### src/clutch_pkg.sv
package clutch_pkg;

    // ==========================================================
    // Register byte offsets
    localparam logic [5:0] OFS_CTRL     = 6'h00;
    localparam logic [5:0] OFS_MODE     = 6'h04;
    localparam logic [5:0] OFS_ON_ADDR  = 6'h08;
    localparam logic [5:0] OFS_OFF_ADDR = 6'h0C;
    localparam logic [5:0] OFS_SLIP     = 6'h10;
    localparam logic [5:0] OFS_INPOS    = 6'h14;
    localparam logic [5:0] OFS_TCONST   = 6'h18;
    localparam logic [5:0] OFS_STATUS   = 6'h1C;
    localparam logic [5:0] OFS_OUT      = 6'h20;

    // ==========================================================
    // Field positions
    localparam int CTRL_CMD_BIT    = 0;
    localparam int CTRL_METH_LSB   = 1;
    localparam int CTRL_EXT_BIT    = 3;
    localparam int CTRL_REV_BIT    = 4;
    localparam int ST_ENGAGED_BIT  = 0;
    localparam int ST_DONE_BIT     = 1;
    localparam int ST_MODE_ERR_BIT = 2;
    localparam int ST_OS_BUSY_BIT  = 3;

    // ==========================================================
    // Reset values and limits
    localparam logic [2:0]  MODE_MAX        = 3'h4;
    localparam logic [31:0] SLIP_RESET      = 32'h0000_1000;
    localparam logic [31:0] INPOS_RESET     = 32'h0000_0010;
    localparam logic [4:0]  TCONST_RESET    = 5'h03;
    localparam int          LIN_STEP_SHIFT  = 4;

    // ==========================================================
    // Timing
    localparam int CLK_PERIOD_NS   = 100;
    // Plain default; set to the system's operation cycle
    localparam int OP_CYCLE_NS     = 1000000;
    localparam int OP_CYCLE_CLKS   = OP_CYCLE_NS / CLK_PERIOD_NS;

    // ==========================================================
    // Enumerations
    typedef enum logic [2:0] {
        MODE_ONOFF, MODE_ADDR, MODE_ADDR_ALT, MODE_ONESHOT, MODE_ONESHOT_OFF
    } clutch_mode_e;

    typedef enum logic [1:0] {
        METH_DIRECT, METH_TCONST, METH_EXP, METH_LINEAR
    } smooth_meth_e;

endpackage

### src/virtual_clutch.sv
// Operation
// - Engaged passes all travel, disengaged none
// - Time-constant method uses fixed time constant
// - Time-constant restarts smoothing on input change
// - Slippage methods pass later changes directly
// - Slippage amount constant regardless of speed
// - Linear method ramps total slip to setting
// - Done flag clears on start, sets in-position
// - Mode above 4 flagged, old mode kept
// - Mode change accepted any time
// - On/off mode follows clutch command
// - On/off reaches state within one cycle
// - Status shows engagement, refreshed every cycle
// - Address mode engages at engage address
// - Address mode disengages at disengage address
// - Address ignored when command disagrees
// - Compare axis or within-revolution value
// - Addresses signed 32-bit, applied immediately
// - Alternating mode toggles at both addresses
// - Alternating mode suspends while command low
// - External input only with incremental encoder
// - One-shot uses pre and post travel
// - Direct clutch switches with no smoothing
`timescale 1ns/10ps
`default_nettype none
module virtual_clutch
    import clutch_pkg::*;
#(
    parameter int OP_CLKS = OP_CYCLE_CLKS
) (
    // Clock and reset
    input  wire logic               ref_clk,
    input  wire logic               reset,
    // Avalon-MM slave
    input  wire logic [5:0]         address,
    input  wire logic               read,
    input  wire logic               write,
    input  wire logic [31:0]        writedata,
    output logic      [31:0]        readdata,
    output logic                    waitrequest,
    // Drive side
    input  wire logic signed [31:0] drive_travel,
    input  wire logic signed [31:0] drive_position,
    input  wire logic signed [31:0] drive_position_rev,
    input  wire logic               drive_is_incr_encoder,
    input  wire logic               encoder_start_input,
    // Output axis side
    output logic signed [31:0]      out_travel,
    output logic                    out_valid,
    output logic                    clutch_status,
    output logic                    smooth_done
);
    import clutch_pkg::*;

    typedef enum logic [1:0] {OS_IDLE, OS_PRE, OS_POST} oneshot_e;

    // ==========================================================
    // Registers and state
    logic               command;
    smooth_meth_e       method;
    logic               ext_enable;
    logic               use_rev;
    clutch_mode_e       mode;
    logic               mode_error;
    logic signed [31:0] on_addr;
    logic signed [31:0] off_addr;
    logic        [31:0] slip;
    logic        [31:0] inpos;
    logic        [4:0]  tconst;
    logic               engaged;
    logic               smoothing;
    logic        [31:0] remain;
    logic        [31:0] lin_step;
    logic signed [31:0] filt;
    logic signed [31:0] prev_target;
    logic signed [31:0] prev_pos;
    logic               prev_cmd;
    oneshot_e           os_state;
    logic signed [31:0] os_acc;
    logic signed [31:0] os_pre;
    logic signed [31:0] os_post;
    logic [31:0]        div_cnt;
    logic               op_tick;
    logic [2:0]         enc_sync;
    logic               enc_level;

    wire logic accept_wr = write && !waitrequest;
    wire logic accept_rd = read && waitrequest;

    // ==========================================================
    // Operation cycle divider
    always_ff @(posedge ref_clk or posedge reset) begin
        if (reset) begin
            div_cnt <= 32'h0000_0000;
            op_tick <= 1'b0;
        end else if (div_cnt >= 32'(OP_CLKS - 1)) begin
            div_cnt <= 32'h0000_0000;
            op_tick <= 1'b1;
        end else begin
            div_cnt <= div_cnt + 32'h0000_0001;
            op_tick <= 1'b0;
        end
    end

    // ==========================================================
    // Encoder start pin synchroniser
    always_ff @(posedge ref_clk or posedge reset) begin
        if (reset) begin
            enc_sync  <= 3'h0;
            enc_level <= 1'b0;
        end else begin
            enc_sync <= {enc_sync[1:0], encoder_start_input};
            if (enc_sync[1] == enc_sync[2]) begin
                enc_level <= enc_sync[2];
            end
        end
    end

    // ==========================================================
    // Bus slave: one wait state on every access
    always_ff @(posedge ref_clk or posedge reset) begin
        if (reset) begin
            waitrequest <= 1'b1;
        end else if ((read || write) && waitrequest) begin
            waitrequest <= 1'b0;
        end else begin
            waitrequest <= 1'b1;
        end
    end

    always_ff @(posedge ref_clk or posedge reset) begin
        if (reset) begin
            readdata <= 32'h0000_0000;
        end else if (accept_rd) begin
            unique case (address & 6'h3C)
                OFS_CTRL:     readdata <= {27'h0, use_rev, ext_enable, method, command};
                OFS_MODE:     readdata <= {29'h0, mode};
                OFS_ON_ADDR:  readdata <= on_addr;
                OFS_OFF_ADDR: readdata <= off_addr;
                OFS_SLIP:     readdata <= slip;
                OFS_INPOS:    readdata <= inpos;
                OFS_TCONST:   readdata <= {27'h0, tconst};
                OFS_STATUS:   readdata <= {28'h0, os_state != OS_IDLE, mode_error, smooth_done, clutch_status};
                OFS_OUT:      readdata <= out_travel;
                default:      readdata <= 32'h0000_0000;
            endcase
        end
    end

    always_ff @(posedge ref_clk or posedge reset) begin
        if (reset) begin
            command    <= 1'b0;
            method     <= METH_DIRECT;
            ext_enable <= 1'b0;
            use_rev    <= 1'b0;
            on_addr    <= 32'sh0000_0000;
            off_addr   <= 32'sh0000_0000;
            slip       <= SLIP_RESET;
            inpos      <= INPOS_RESET;
            tconst     <= TCONST_RESET;
        end else if (accept_wr) begin
            unique case (address & 6'h3C)
                OFS_CTRL: begin
                    command    <= writedata[CTRL_CMD_BIT];
                    method     <= smooth_meth_e'(writedata[CTRL_METH_LSB +: 2]);
                    ext_enable <= writedata[CTRL_EXT_BIT];
                    use_rev    <= writedata[CTRL_REV_BIT];
                end
                OFS_ON_ADDR:  on_addr  <= writedata;
                OFS_OFF_ADDR: off_addr <= writedata;
                OFS_SLIP:     slip     <= writedata;
                OFS_INPOS:    inpos    <= writedata;
                OFS_TCONST:   tconst   <= writedata[4:0];
                default: begin
                end
            endcase
        end
    end

    // Illegal mode keeps the last good one
    always_ff @(posedge ref_clk or posedge reset) begin
        if (reset) begin
            mode       <= MODE_ONOFF;
            mode_error <= 1'b0;
        end else if (accept_wr && (address & 6'h3C) == OFS_MODE) begin
            if (writedata > 32'(MODE_MAX)) begin
                mode_error <= 1'b1;
            end else begin
                mode       <= clutch_mode_e'(writedata[2:0]);
                mode_error <= 1'b0;
            end
        end
    end

    // ==========================================================
    // Engagement decision
    function automatic logic reached(input logic signed [31:0] p0, input logic signed [31:0] p1,
                                     input logic signed [31:0] a);
        reached = (p1 == a) || (p0 < a && p1 > a) || (p0 > a && p1 < a);
    endfunction

    logic signed [31:0] pos;
    logic signed [31:0] os_acc_new;
    logic               next_engaged;
    oneshot_e           next_os_state;

    always_comb begin
        pos           = use_rev ? drive_position_rev : drive_position;
        os_acc_new    = os_acc + drive_travel;
        next_engaged  = engaged;
        next_os_state = os_state;
        unique case (mode)
            MODE_ONOFF: begin
                if (ext_enable && drive_is_incr_encoder) begin
                    next_engaged = command && enc_level;
                end else begin
                    next_engaged = command;
                end
            end
            MODE_ADDR: begin
                if (command && reached(prev_pos, pos, on_addr)) begin
                    next_engaged = 1'b1;
                end else if (!command && reached(prev_pos, pos, off_addr)) begin
                    next_engaged = 1'b0;
                end
            end
            MODE_ADDR_ALT: begin
                if (!command) begin
                    next_engaged = 1'b0;
                end else if (!engaged && reached(prev_pos, pos, on_addr)) begin
                    next_engaged = 1'b1;
                end else if (engaged && reached(prev_pos, pos, off_addr)) begin
                    next_engaged = 1'b0;
                end
            end
            MODE_ONESHOT, MODE_ONESHOT_OFF: begin
                if (os_state == OS_IDLE) begin
                    next_engaged = 1'b0;
                end
                unique case (os_state)
                    OS_IDLE: begin
                        if (mode == MODE_ONESHOT && command && !prev_cmd) begin
                            next_os_state = OS_PRE;
                            if (off_addr == 32'sh0) begin
                                next_engaged  = 1'b1;
                                next_os_state = OS_POST;
                            end
                        end
                    end
                    OS_PRE: begin
                        if (reached(os_acc, os_acc_new, os_pre)) begin
                            next_engaged  = 1'b1;
                            next_os_state = OS_POST;
                        end
                    end
                    OS_POST: begin
                        if (reached(os_acc, os_acc_new, os_post)) begin
                            next_engaged  = 1'b0;
                            next_os_state = OS_IDLE;
                        end
                    end
                endcase
            end
            default: next_engaged = engaged;
        endcase
    end

    always_ff @(posedge ref_clk or posedge reset) begin
        if (reset) begin
            engaged  <= 1'b0;
            prev_pos <= 32'sh0000_0000;
            prev_cmd <= 1'b0;
            os_state <= OS_IDLE;
            os_acc   <= 32'sh0000_0000;
            os_pre   <= 32'sh0000_0000;
            os_post  <= 32'sh0000_0000;
        end else if (op_tick) begin
            engaged  <= next_engaged;
            prev_pos <= pos;
            prev_cmd <= command;
            os_state <= next_os_state;
            if (os_state == OS_IDLE || next_os_state != os_state) begin
                os_acc <= 32'sh0000_0000;
            end else begin
                os_acc <= os_acc_new;
            end
            if (os_state == OS_IDLE) begin
                // Setting changes apply from the next rising command
                os_pre  <= off_addr;
                os_post <= on_addr;
            end
        end
    end

    // ==========================================================
    // Smoothing
    logic               start_evt;
    logic signed [31:0] target;
    logic        [31:0] mag;
    logic        [31:0] part;
    logic        [31:0] step;
    logic        [31:0] rem_now;
    logic        [31:0] next_remain;
    logic signed [31:0] diff;
    logic signed [31:0] next_filt;
    logic signed [31:0] next_out;
    logic        [31:0] err;

    always_comb begin
        start_evt   = next_engaged != engaged;
        target      = next_engaged ? drive_travel : 32'sh0000_0000;
        mag         = drive_travel[31] ? 32'(-drive_travel) : 32'(drive_travel);
        rem_now     = start_evt ? slip : remain;
        step        = (method == METH_EXP) ? ((rem_now + 32'h1) >> 1) : lin_step;
        if (method == METH_LINEAR && start_evt) begin
            step = (slip >> LIN_STEP_SHIFT) + 32'h1;
        end
        part        = (step < mag) ? step : mag;
        part        = (part < rem_now) ? part : rem_now;
        next_remain = rem_now - part;
        diff        = target - filt;
        next_filt   = filt + (diff >>> tconst);
        if ((diff >>> tconst) == 32'sh0) begin
            next_filt = target;
        end
        err         = diff[31] ? 32'(-diff) : 32'(diff);
        next_out    = target;
        unique case (method)
            METH_DIRECT: next_out = target;
            METH_TCONST: next_out = next_filt;
            METH_EXP, METH_LINEAR: begin
                if (smoothing || start_evt) begin
                    if (next_engaged) begin
                        next_out = drive_travel[31] ? 32'(-(mag - part)) : 32'(mag - part);
                    end else begin
                        next_out = drive_travel[31] ? 32'(-part) : 32'(part);
                    end
                end else begin
                    next_out = target;
                end
            end
        endcase
    end

    always_ff @(posedge ref_clk or posedge reset) begin
        if (reset) begin
            out_travel    <= 32'sh0000_0000;
            out_valid     <= 1'b0;
            clutch_status <= 1'b0;
            filt          <= 32'sh0000_0000;
            prev_target   <= 32'sh0000_0000;
        end else begin
            out_valid <= op_tick;
            if (op_tick) begin
                out_travel    <= next_out;
                clutch_status <= next_engaged;
                filt          <= next_filt;
                prev_target   <= target;
            end
        end
    end

    always_ff @(posedge ref_clk or posedge reset) begin
        if (reset) begin
            smoothing   <= 1'b0;
            remain      <= 32'h0000_0000;
            lin_step    <= 32'h0000_0001;
            smooth_done <= 1'b1;
        end else if (op_tick) begin
            if (method == METH_TCONST) begin
                smoothing <= 1'b0;
                if (start_evt || (smooth_done && target != prev_target)) begin
                    smooth_done <= 1'b0;
                end else begin
                    smooth_done <= (err < inpos);
                end
            end else if (method == METH_DIRECT) begin
                smoothing   <= 1'b0;
                smooth_done <= 1'b1;
            end else begin
                remain <= next_remain;
                if (start_evt) begin
                    lin_step  <= step;
                    smoothing <= 1'b1;
                end else if (next_remain < inpos) begin
                    smoothing <= 1'b0;
                end
                if (start_evt) begin
                    smooth_done <= 1'b0;
                end else if (next_remain < inpos) begin
                    smooth_done <= 1'b1;
                end
            end
        end
    end

    // ==========================================================
    // Assertions
    a_mode_reject: assert property (@(posedge ref_clk) disable iff (reset)
        (accept_wr && (address & 6'h3C) == OFS_MODE && writedata > 32'h4)
        |=> (mode_error && mode == $past(mode)))
        else $error("Illegal mode not rejected");

    a_onoff_follow: assert property (@(posedge ref_clk) disable iff (reset)
        (op_tick && mode == MODE_ONOFF && !ext_enable) |=> (clutch_status == $past(command)))
        else $error("On/off mode did not follow command");

    a_direct_pass: assert property (@(posedge ref_clk) disable iff (reset)
        (op_tick && method == METH_DIRECT && !start_evt)
        |=> (out_travel == (clutch_status ? $past(drive_travel) : 32'sh0)))
        else $error("Direct clutch output wrong");

    a_addr_hold: assert property (@(posedge ref_clk) disable iff (reset)
        (op_tick && mode == MODE_ADDR && command && engaged) |=> engaged)
        else $error("Address mode dropped while commanded");

    a_alt_suspend: assert property (@(posedge ref_clk) disable iff (reset)
        (op_tick && mode == MODE_ADDR_ALT && !command) |=> (!engaged && !clutch_status))
        else $error("Alternating mode not suspended");

    a_done_clear: assert property (@(posedge ref_clk) disable iff (reset)
        (op_tick && start_evt && method != METH_DIRECT) |=> !smooth_done)
        else $error("Done flag not cleared on start");

    a_status_cycle: assert property (@(posedge ref_clk) disable iff (reset)
        $changed(clutch_status) |-> $past(op_tick))
        else $error("Status changed off the operation cycle");

    a_addr_apply: assert property (@(posedge ref_clk) disable iff (reset)
        (accept_wr && (address & 6'h3C) == OFS_ON_ADDR) |=> (on_addr == $past(writedata)))
        else $error("Engage address not applied");

    a_wait_one: assert property (@(posedge ref_clk) disable iff (reset)
        ((read || write) && waitrequest) |=> !waitrequest)
        else $error("Bus answer late");

    c_addr_engage: cover property (@(posedge ref_clk) disable iff (reset)
        op_tick && mode == MODE_ADDR && start_evt && next_engaged);
    c_exp_done: cover property (@(posedge ref_clk) disable iff (reset)
        method == METH_EXP && !smooth_done ##[1:1000] smooth_done);
    c_oneshot_end: cover property (@(posedge ref_clk) disable iff (reset)
        os_state == OS_POST ##1 os_state == OS_IDLE);

endmodule
`default_nettype wire

### config.mk
export PLATFORM = sky130hd
export DESIGN_NAME = virtual_clutch
export DESIGN_NICKNAME = d
export VERILOG_FILES = /design/src/clutch_pkg.sv /design/src/virtual_clutch.sv
export SDC_FILE = /design/constraint.sdc
export NUM_CORES = 2
export LEC_CHECK = 0
export BUFFER_PORTS_ARGS = -buffer_cell sky130_fd_sc_hd__buf_2
export CAP_MARGIN = 20
export CORE_MARGIN = 4
export CORE_UTILIZATION = 63
export CTS_CLUSTER_SIZE = 40
export DETAILED_ROUTE_END_ITERATION = 12
export GPL_ROUTABILITY_DRIVEN = 1
export PLACE_DENSITY = 0.82
export SETUP_SLACK_MARGIN = 0.15
export SLEW_MARGIN = 30
export SYNTH_ARGS = -nofsm -noshare
export SYNTH_HDL_FRONTEND = slang
export SYNTH_SLANG_ARGS = --single-unit
export TNS_END_PERCENT = 10
### constraint.sdc
create_clock -name ref_clk -period 29.8 [get_ports ref_clk]
set_input_delay 1.49 -clock ref_clk [delete_from_list [all_inputs] [get_ports ref_clk]]
set_output_delay 1.49 -clock ref_clk [all_outputs]
set_load 0.05 [all_outputs]
# Word-level counts from Yosys, hierarchy flattened
# Index checks and enable logic that the tools add are counted.
[op_classes]
addsub = 12
magnitude_cmp = 22
n_eq_ne = 25
n_shift = 1
mux = 49
div_mod_pow = 0
mul = 0
reduce_logical = 59
n_bitwise = 3
[op_table]
columns = ["operator", "count"]
rows = [
  ["32-bit two-way mux", 16],
  ["32-bit less-than comparator", 12],
  ["32-bit one-hot mux with 9 select lines", 1],
  ["32-bit > comparator", 8],
  ["32-bit equality test", 4],
  ["32-bit negation", 4],
  ["32-bit one-hot mux with 3 select lines", 1],
  ["32-bit subtractor", 3],
  ["32-bit by 1-bit adder with 32-bit output, second input constant", 2],
  ["32-bit adder", 2],
  ["32-bit logical NOT", 2],
  ["32-bit by 14-bit greater-or-equal comparator with 1-bit output, second input constant", 1],
  ["32-bit by 3-bit > comparator with 1-bit output, second input constant", 1],
  ["32-bit inequality test", 1],
  ["32-bit by 5-bit >>> shifter with 32-bit output", 1],
  ["28-bit by 1-bit adder with 29-bit output, second input constant", 1],
  ["1-bit two-way mux", 23],
  ["1-bit logical AND", 22],
  ["2-bit AND reduction", 9],
  ["4-bit by 3-bit equality test with 1-bit output, second input constant", 4],
  ["1-bit logical OR", 12],
  ["2-bit two-way mux", 5],
  ["4-bit by 2-bit equality test with 1-bit output, second input constant", 2],
  ["2-bit equality test, second input constant", 3],
  ["other kinds (22)", 31],
]
[totals]
ram_bits = 0
rom_bits = 0
word_cells = 203
n_memories = 0
ff_bits = 507
latchBits = 0
out_inout_bits = 68
inputBits = 140

# Longest topological paths before layout
[depth]
depth_word = 25
ltp_mapped = 117
ltp_nobuf = 110

# Worst setup path before layout
# No wires, ideal clock.
[synth_timing]
path_type = "input port to flip-flop"
from = "in drive_travel[0]"
to = "reg smooth_done"
n_path_buf = 12
arrival_time_ps = 22222
path_slack_ps = 7496
setup_time_ps = 82
stages = 107
required_time_ps = 29718
cell_sequence = "ha_1 inv_1 fa_1 nor2b_1 o21ai_0 a21boi_0 o21ai_0 a21boi_0 o21ai_0 a21boi_0 o21ai_0 a21boi_0 o21ai_0 a21boi_0 o21ai_0 a21boi_0 o21ai_0 a21boi_0 [... 71 more ...] a32oi_1 a2111oi_0 nor3_1 a41o_1 o21ai_0 a21oi_1 xor2_1 ha_1 nor2b_1 o21ai_0 nand2b_1 a21oi_1 nor2b_1 o21ai_0 nand2b_1 a221oi_1 o31ai_1 mux2_2"
[synth_between]
elab_chain_cells = 21
elab_cells_between_ends = 47
cone_classes = "6 x add/sub; 8 x order compare; 4 x eq/ne; 16 x mux; 13 x reduce/logical"
[synth_lines]
columns = ["element", "line_no", "text"]
rows = [
  ["from (decl)", "virtual_clutch.sv:42", "input wire logic signed [31:0] drive_travel,"],
  ["32-bit adder (*)", "virtual_clutch.sv:209", "os_acc_new = os_acc + drive_travel;"],
  ["32-bit > comparator", "virtual_clutch.sv:199", "reached = (p1 == a) || (p0 < a && p1 > a) || (p0 > a && p1 < a);"],
  ["1-bit logical AND", "virtual_clutch.sv:199", ""],
  ["1-bit logical OR (2 in series)", "virtual_clutch.sv:199", ""],
  ["1-bit two-way mux (on tied branches)", "virtual_clutch.sv:257, virtual_clutch.sv:251", ""],
  ["1-bit one-hot mux with 3 select lines (*)", "virtual_clutch.sv:240", "unique case (os_state)"],
  ["1-bit one-hot mux with 4 select lines (*)", "virtual_clutch.sv:212", "unique case (mode)"],
  ["1-bit inequality test (*)", "virtual_clutch.sv:310", "start_evt = next_engaged != engaged;"],
  ["[... 4 more ...]", "--", ""],
  ["named net step[17]", "virtual_clutch.sv:301", "logic [31:0] step;"],
  ["[... 1 more ...]", "--", ""],
  ["32-bit two-way mux (*)", "virtual_clutch.sv:318", "part = (step < mag) ? step : mag;"],
  ["32-bit less-than comparator", "virtual_clutch.sv:319", "part = (part < rem_now) ? part : rem_now;"],
  ["32-bit two-way mux (*)", "virtual_clutch.sv:319", ""],
  ["32-bit subtractor (*)", "virtual_clutch.sv:320", "next_remain = rem_now - part;"],
  ["named net next_remain[26]", "virtual_clutch.sv:303", "logic [31:0] next_remain;"],
  ["32-bit less-than comparator (*)", "virtual_clutch.sv:390", "end else if (next_remain < inpos) begin"],
  ["4-bit nonzero test (no source line) (*)", "--", ""],
  ["2-bit AND reduction (no source line) (*)", "--", ""],
  ["to (signal assigned)", "virtual_clutch.sv:375", "smooth_done <= (err < inpos);"],
  ["to (decl)", "virtual_clutch.sv:51", "output logic smooth_done"],
]
# The timed path passes the listed nets; every way through them passes the cells marked *.
# A chain may end at the register's enable or synchronous reset.

# Final worst setup path
# Same ends and word-level chain as after synthesis.

==> flow_summary.json <==
{
  "groute.layer.met1.usage_pct": 62.0,
  "area_delta_synth_final_pct": 9.05,
  "yosys.area.top_type_share_pct": 25.9,
  "first_global_vias": 44600,
  "layout_commonest_cell": "nand2_1",
  "nNetsFinal": 6641,
  "die_area_mm2": 0.0813,
  "antenna_violating_nets_post_route": 0,
  "remaining_drc_errors": 0,
  "p_seq_share_pct": 16.9,
  "cp.depth": 100,
  "groute.usage.overall_pct": 45.4,
  "synth.ff_latch_count": 507,
  "postSynthCellCount": 5887,
  "static-leakage-power_nw": 24.2,
  "first_pass_grt_wire_length_mm": 281,
  "slew_hr_pct": 22.9,
  "synthesis.area_per_instance_um2": 8.22,
  "timing.hold.worst.class": "flop to flop",
  "yosys_warnings": 0,
  "crit_path_max_fanout": 73,
  "worst_slack_on_hold_paths_ns": 0.352,
  "startpoint_type": "primary input",
  "max_freq_mhz": 36.6,
  "status": "finished clean",
  "globalplace.congestion": 1.08,
  "timing.setup.critical_path_class": "primary input to flop",
  "timing_worst_slew_pin_value_ns": 1.14,
  "switchingPower_mw": 3.33,
  "port_buffers": 205,
  "num_io_pins": 208,
  "clock-skew-final_ns": 0.0563,
  "cts.root.buffer_cell": "clkbuf_16",
  "synth_simple_gate_area_share_pct": 18.6,
  "timing.hold.worst.start": "enc_sync[0]$_DFF_PP0_",
  "setup-tns-final_ns": 0,
  "fillCellCount": 6316,
  "cp_data_arrival_time_ns": 27.91,
  "power.total_mw": 6.32,
  "rows": 101,
  "detailedRoute.firstIterationViolations": 7067,
  "post_cts.repair.setup_buffers": 0,
  "power.internal_mw": 3.00,
  "largest_incremental_delay_on_the_critical_path_ns": 0.75,
  "period_share_pct": 91.6,
  "numClockSinks": 507,
  "cts.path.max_buffers": 3,
  "timing.critical_path.from": "drive_travel[0]",
  "final_period_minus_worst_setup_slack_ns": 27.30,
  "grt_setup_unrepaired": "no",
  "globalRoute.busiestLayer": "met2",
  "path_clk_slew_ns": 0.06,
  "slew_viol_final": 0,
  "grt_util_met3_pct": 15.1,
  "ys_seq_area_share_pct": 26.2,
  "synth_largest_area_cell": "dfrtp_1",
  "cpMaxStageDelayCell": "or4_1",
  "grt_remaining_overflow": 0,
  "grt_start_max_net_pins": 130,
  "power_frac_clock_pct": 13.5,
  "peakVddDrop_mv": 0.107,
  "synthesized_area_fraction_occupied_by_xor_and_xnor_cells_pct": 5.67,
  "route.detailed.wl_per_inst_um": 27.4,
  "initial_utilization_pct": 63.6,
  "muxShareOfSynthArea_pct": 8.09,
  "worst_r2r_path_depth": 99,
  "worst_ep_required_time_ns": 30.41,
  "commonest_non_fill_non_tap_cells_in_the_layout": "607 x nand2_1, 523 x ha_1, 514 x nor2_1",
  "timing.critical_path.to_type": "flop",
  "drive_above_1_share_pct": 12.8,
  "max-cap-violations": 0,
  "cts.repair.resized": 0,
  "fp.dieH_um": 285,
  "timing.critical_path.mode_cell": "o21ai_0",
  "tritoncts": "built",
  "use_met2_pct": 64.0,
  "die_w_um": 285,
  "synthTopCellsByArea": "dfrtp_1 26%, ha_1 14%, mux2_2 5.9%, nand2_1 4.7%, a21oi_1 4.5%",
  "synth_compound_area_share_pct": 22.3,
  "combinational_family_with_the_most_area_after_synthesis": "compound AO/OA/AOI/OAI gates",
  "p_sw_share_pct": 52.6,
  "postCtsHoldBufs": 0,
  "firstDrtPassIters": 9,
  "layout.core_utilization_pct": 69.3,
  "antenna_found_initial": 21,
  "synth_enable_flop_cells": 0,
  "drt_wl_total_mm": 194,
  "yosys.cell_types.count": 120,
  "critPathTopFamily": "compound AO/OA/AOI/OAI gates",
  "place_hpwl_mm": 150,
  "synthFlopType": "dfrtp_1",
  "final_setup_violations": 0,
  "syn-cell-area_mm2": 0.0484,
  "cp_num_buf_inv": 7,
  "core_area_mm2": 0.0761,
  "synth-async-reset-ratio_pct": 100,
  "p_comb_share_pct": 69.6,
  "via_per_inst": 6.91,
  "tritoncts_buffers": 60,
  "via_count": 48800,
  "power_density_mw_per_mm2": 120,
  "htreeDepth": 2,
  "reg2reg_from": "os_acc[0]$_DFFE_PP0P_",
  "finalHoldViolations": 0,
  "clock_insertion_delay_worst_skew_ns": 0.70,
  "post_synth_fa_ha_maj_area_fraction_pct": 13.7,
  "worstHoldPathCells": 0
}
## synthesized netlist by cell type (18+ instances only)
| cell type | n |
|---|---|
| a211o_1 | 19 |
| inv_1 | 384 |
| or3_1 | 40 |
| a21oi_1 | 439 |
| o31ai_1 | 53 |
| mux2i_1 | 77 |
| nand4_1 | 116 |
| a211oi_1 | 53 |
| o21ai_0 | 349 |
| a22o_1 | 33 |
| buf_1 | 39 |
| xor2_1 | 113 |
| a222oi_1 | 33 |
| a21boi_0 | 28 |
| and2_1 | 70 |
| o21a_1 | 37 |
| a221oi_1 | 24 |
| o22ai_1 | 24 |
| o21bai_1 | 29 |
| clkbuf_1 | 220 |
| a31oi_1 | 55 |
| xnor2_1 | 200 |
| nor2_1 | 520 |
| nand3_1 | 106 |
| dfrtp_1 | 500 |
| nor3_1 | 95 |
| and3_1 | 48 |
| nand2b_1 | 54 |
| o21ai_1 | 20 |
| ha_1 | 523 |
| a21o_1 | 110 |
| or2_2 | 18 |
| mux2_2 | 253 |
| nand2_1 | 609 |
| o211ai_1 | 55 |
| nor2b_1 | 53 |
| a22oi_1 | 43 |
| nor4_1 | 61 |
## metal layers
layer	vias up	wire length [um]
met3	673	28400
met1	23100	75400
met2	3375	76900
met4	14	12900
li1	21600	-
met5	-	85
## power groups by stage
stage,clock network (mW),registers [mW],logic [mW]
after detailed placement,0,1.06,4.18
after floorplan,0,1.05,3.02
after global routing,0.882,1.07,4.77
after global placement,0,1.05,4.09
final,0.853,1.07,4.40
after CTS,0.853,1.05,4.22
## kinds of logic after synthesis
group | after synthesis
AND/OR/NAND/NOR | 1891
AO/OA/AOI/OAI | 1626
buffers and inverters | 676
adder cells (fa/ha/maj) | 530
flip-flops | 507
multiplexers | 343
XOR/XNOR | 313
other | 1
## flip-flops by register name, summed over array words and instances (netlist names), 2 cells and up
name / count
div_cnt: 32
filt: 32
inpos: 32
lin_step: 32
off_addr: 32
on_addr: 32
os_acc: 32
os_post: 32
os_pre: 32
out_travel: 32
prev_pos: 32
prev_target: 32
readdata: 32
remain: 32
slip: 32
tconst: 5
enc_sync: 3
mode: 3
method: 2
os_state: 2
## path summary, 6_finish.rpt
check / to / slack [ns]
min in group asynchronous: filt[29]$_DFFE_PP0P_ / 0.74
min reg2reg: enc_sync[1]$_DFF_PP0_ / 0.35
max: smooth_done$_DFFE_PP1P_ / 2.50
max reg2reg: smooth_done$_DFFE_PP1P_ / 3.24
max in group asynchronous: os_acc[23]$_DFFE_PP0P_ / 26.01
min: enc_sync[1]$_DFF_PP0_ / 0.35
## worst register-to-register path, delay by kind of cell (launching register included)
kind	cells	cell delay, ns
buffers and inverters	6	2.04
xor gates and xnor gates	3	0.77
muxes	2	0.66
adders and majority gates	7	1.98
DFF	1	0.39
and+or+nand+nor	28	7.13
AOI/OAI and AO/OA	53	13.49
## stage by stage
step           std cells  cell area (um2)  worst slack, ns
6_report            7071            52800             2.50
5_1_grt             7058            52700             1.49
4_1_cts             7051            52700             3.48
3_5_place_dp        6941            50400             2.94
3_3_place_gp        6941            50400             3.23
2_1_floorplan       5904            48400             7.50
## final cells by class
class,instances,area [um2],share of cell area [%]
inverters,398,1500,2.85
diodes,18,45.0,0.0854
clock inverters,35,636,1.20
repair buffers,287,1680,3.19
well taps,1030,1290,2.44
clock buffers,75,1610,3.05
multi-input cells,4721,33300,63.1
flip-flops and latches,507,12700,24.1
(Power assumes the default switching activity.)
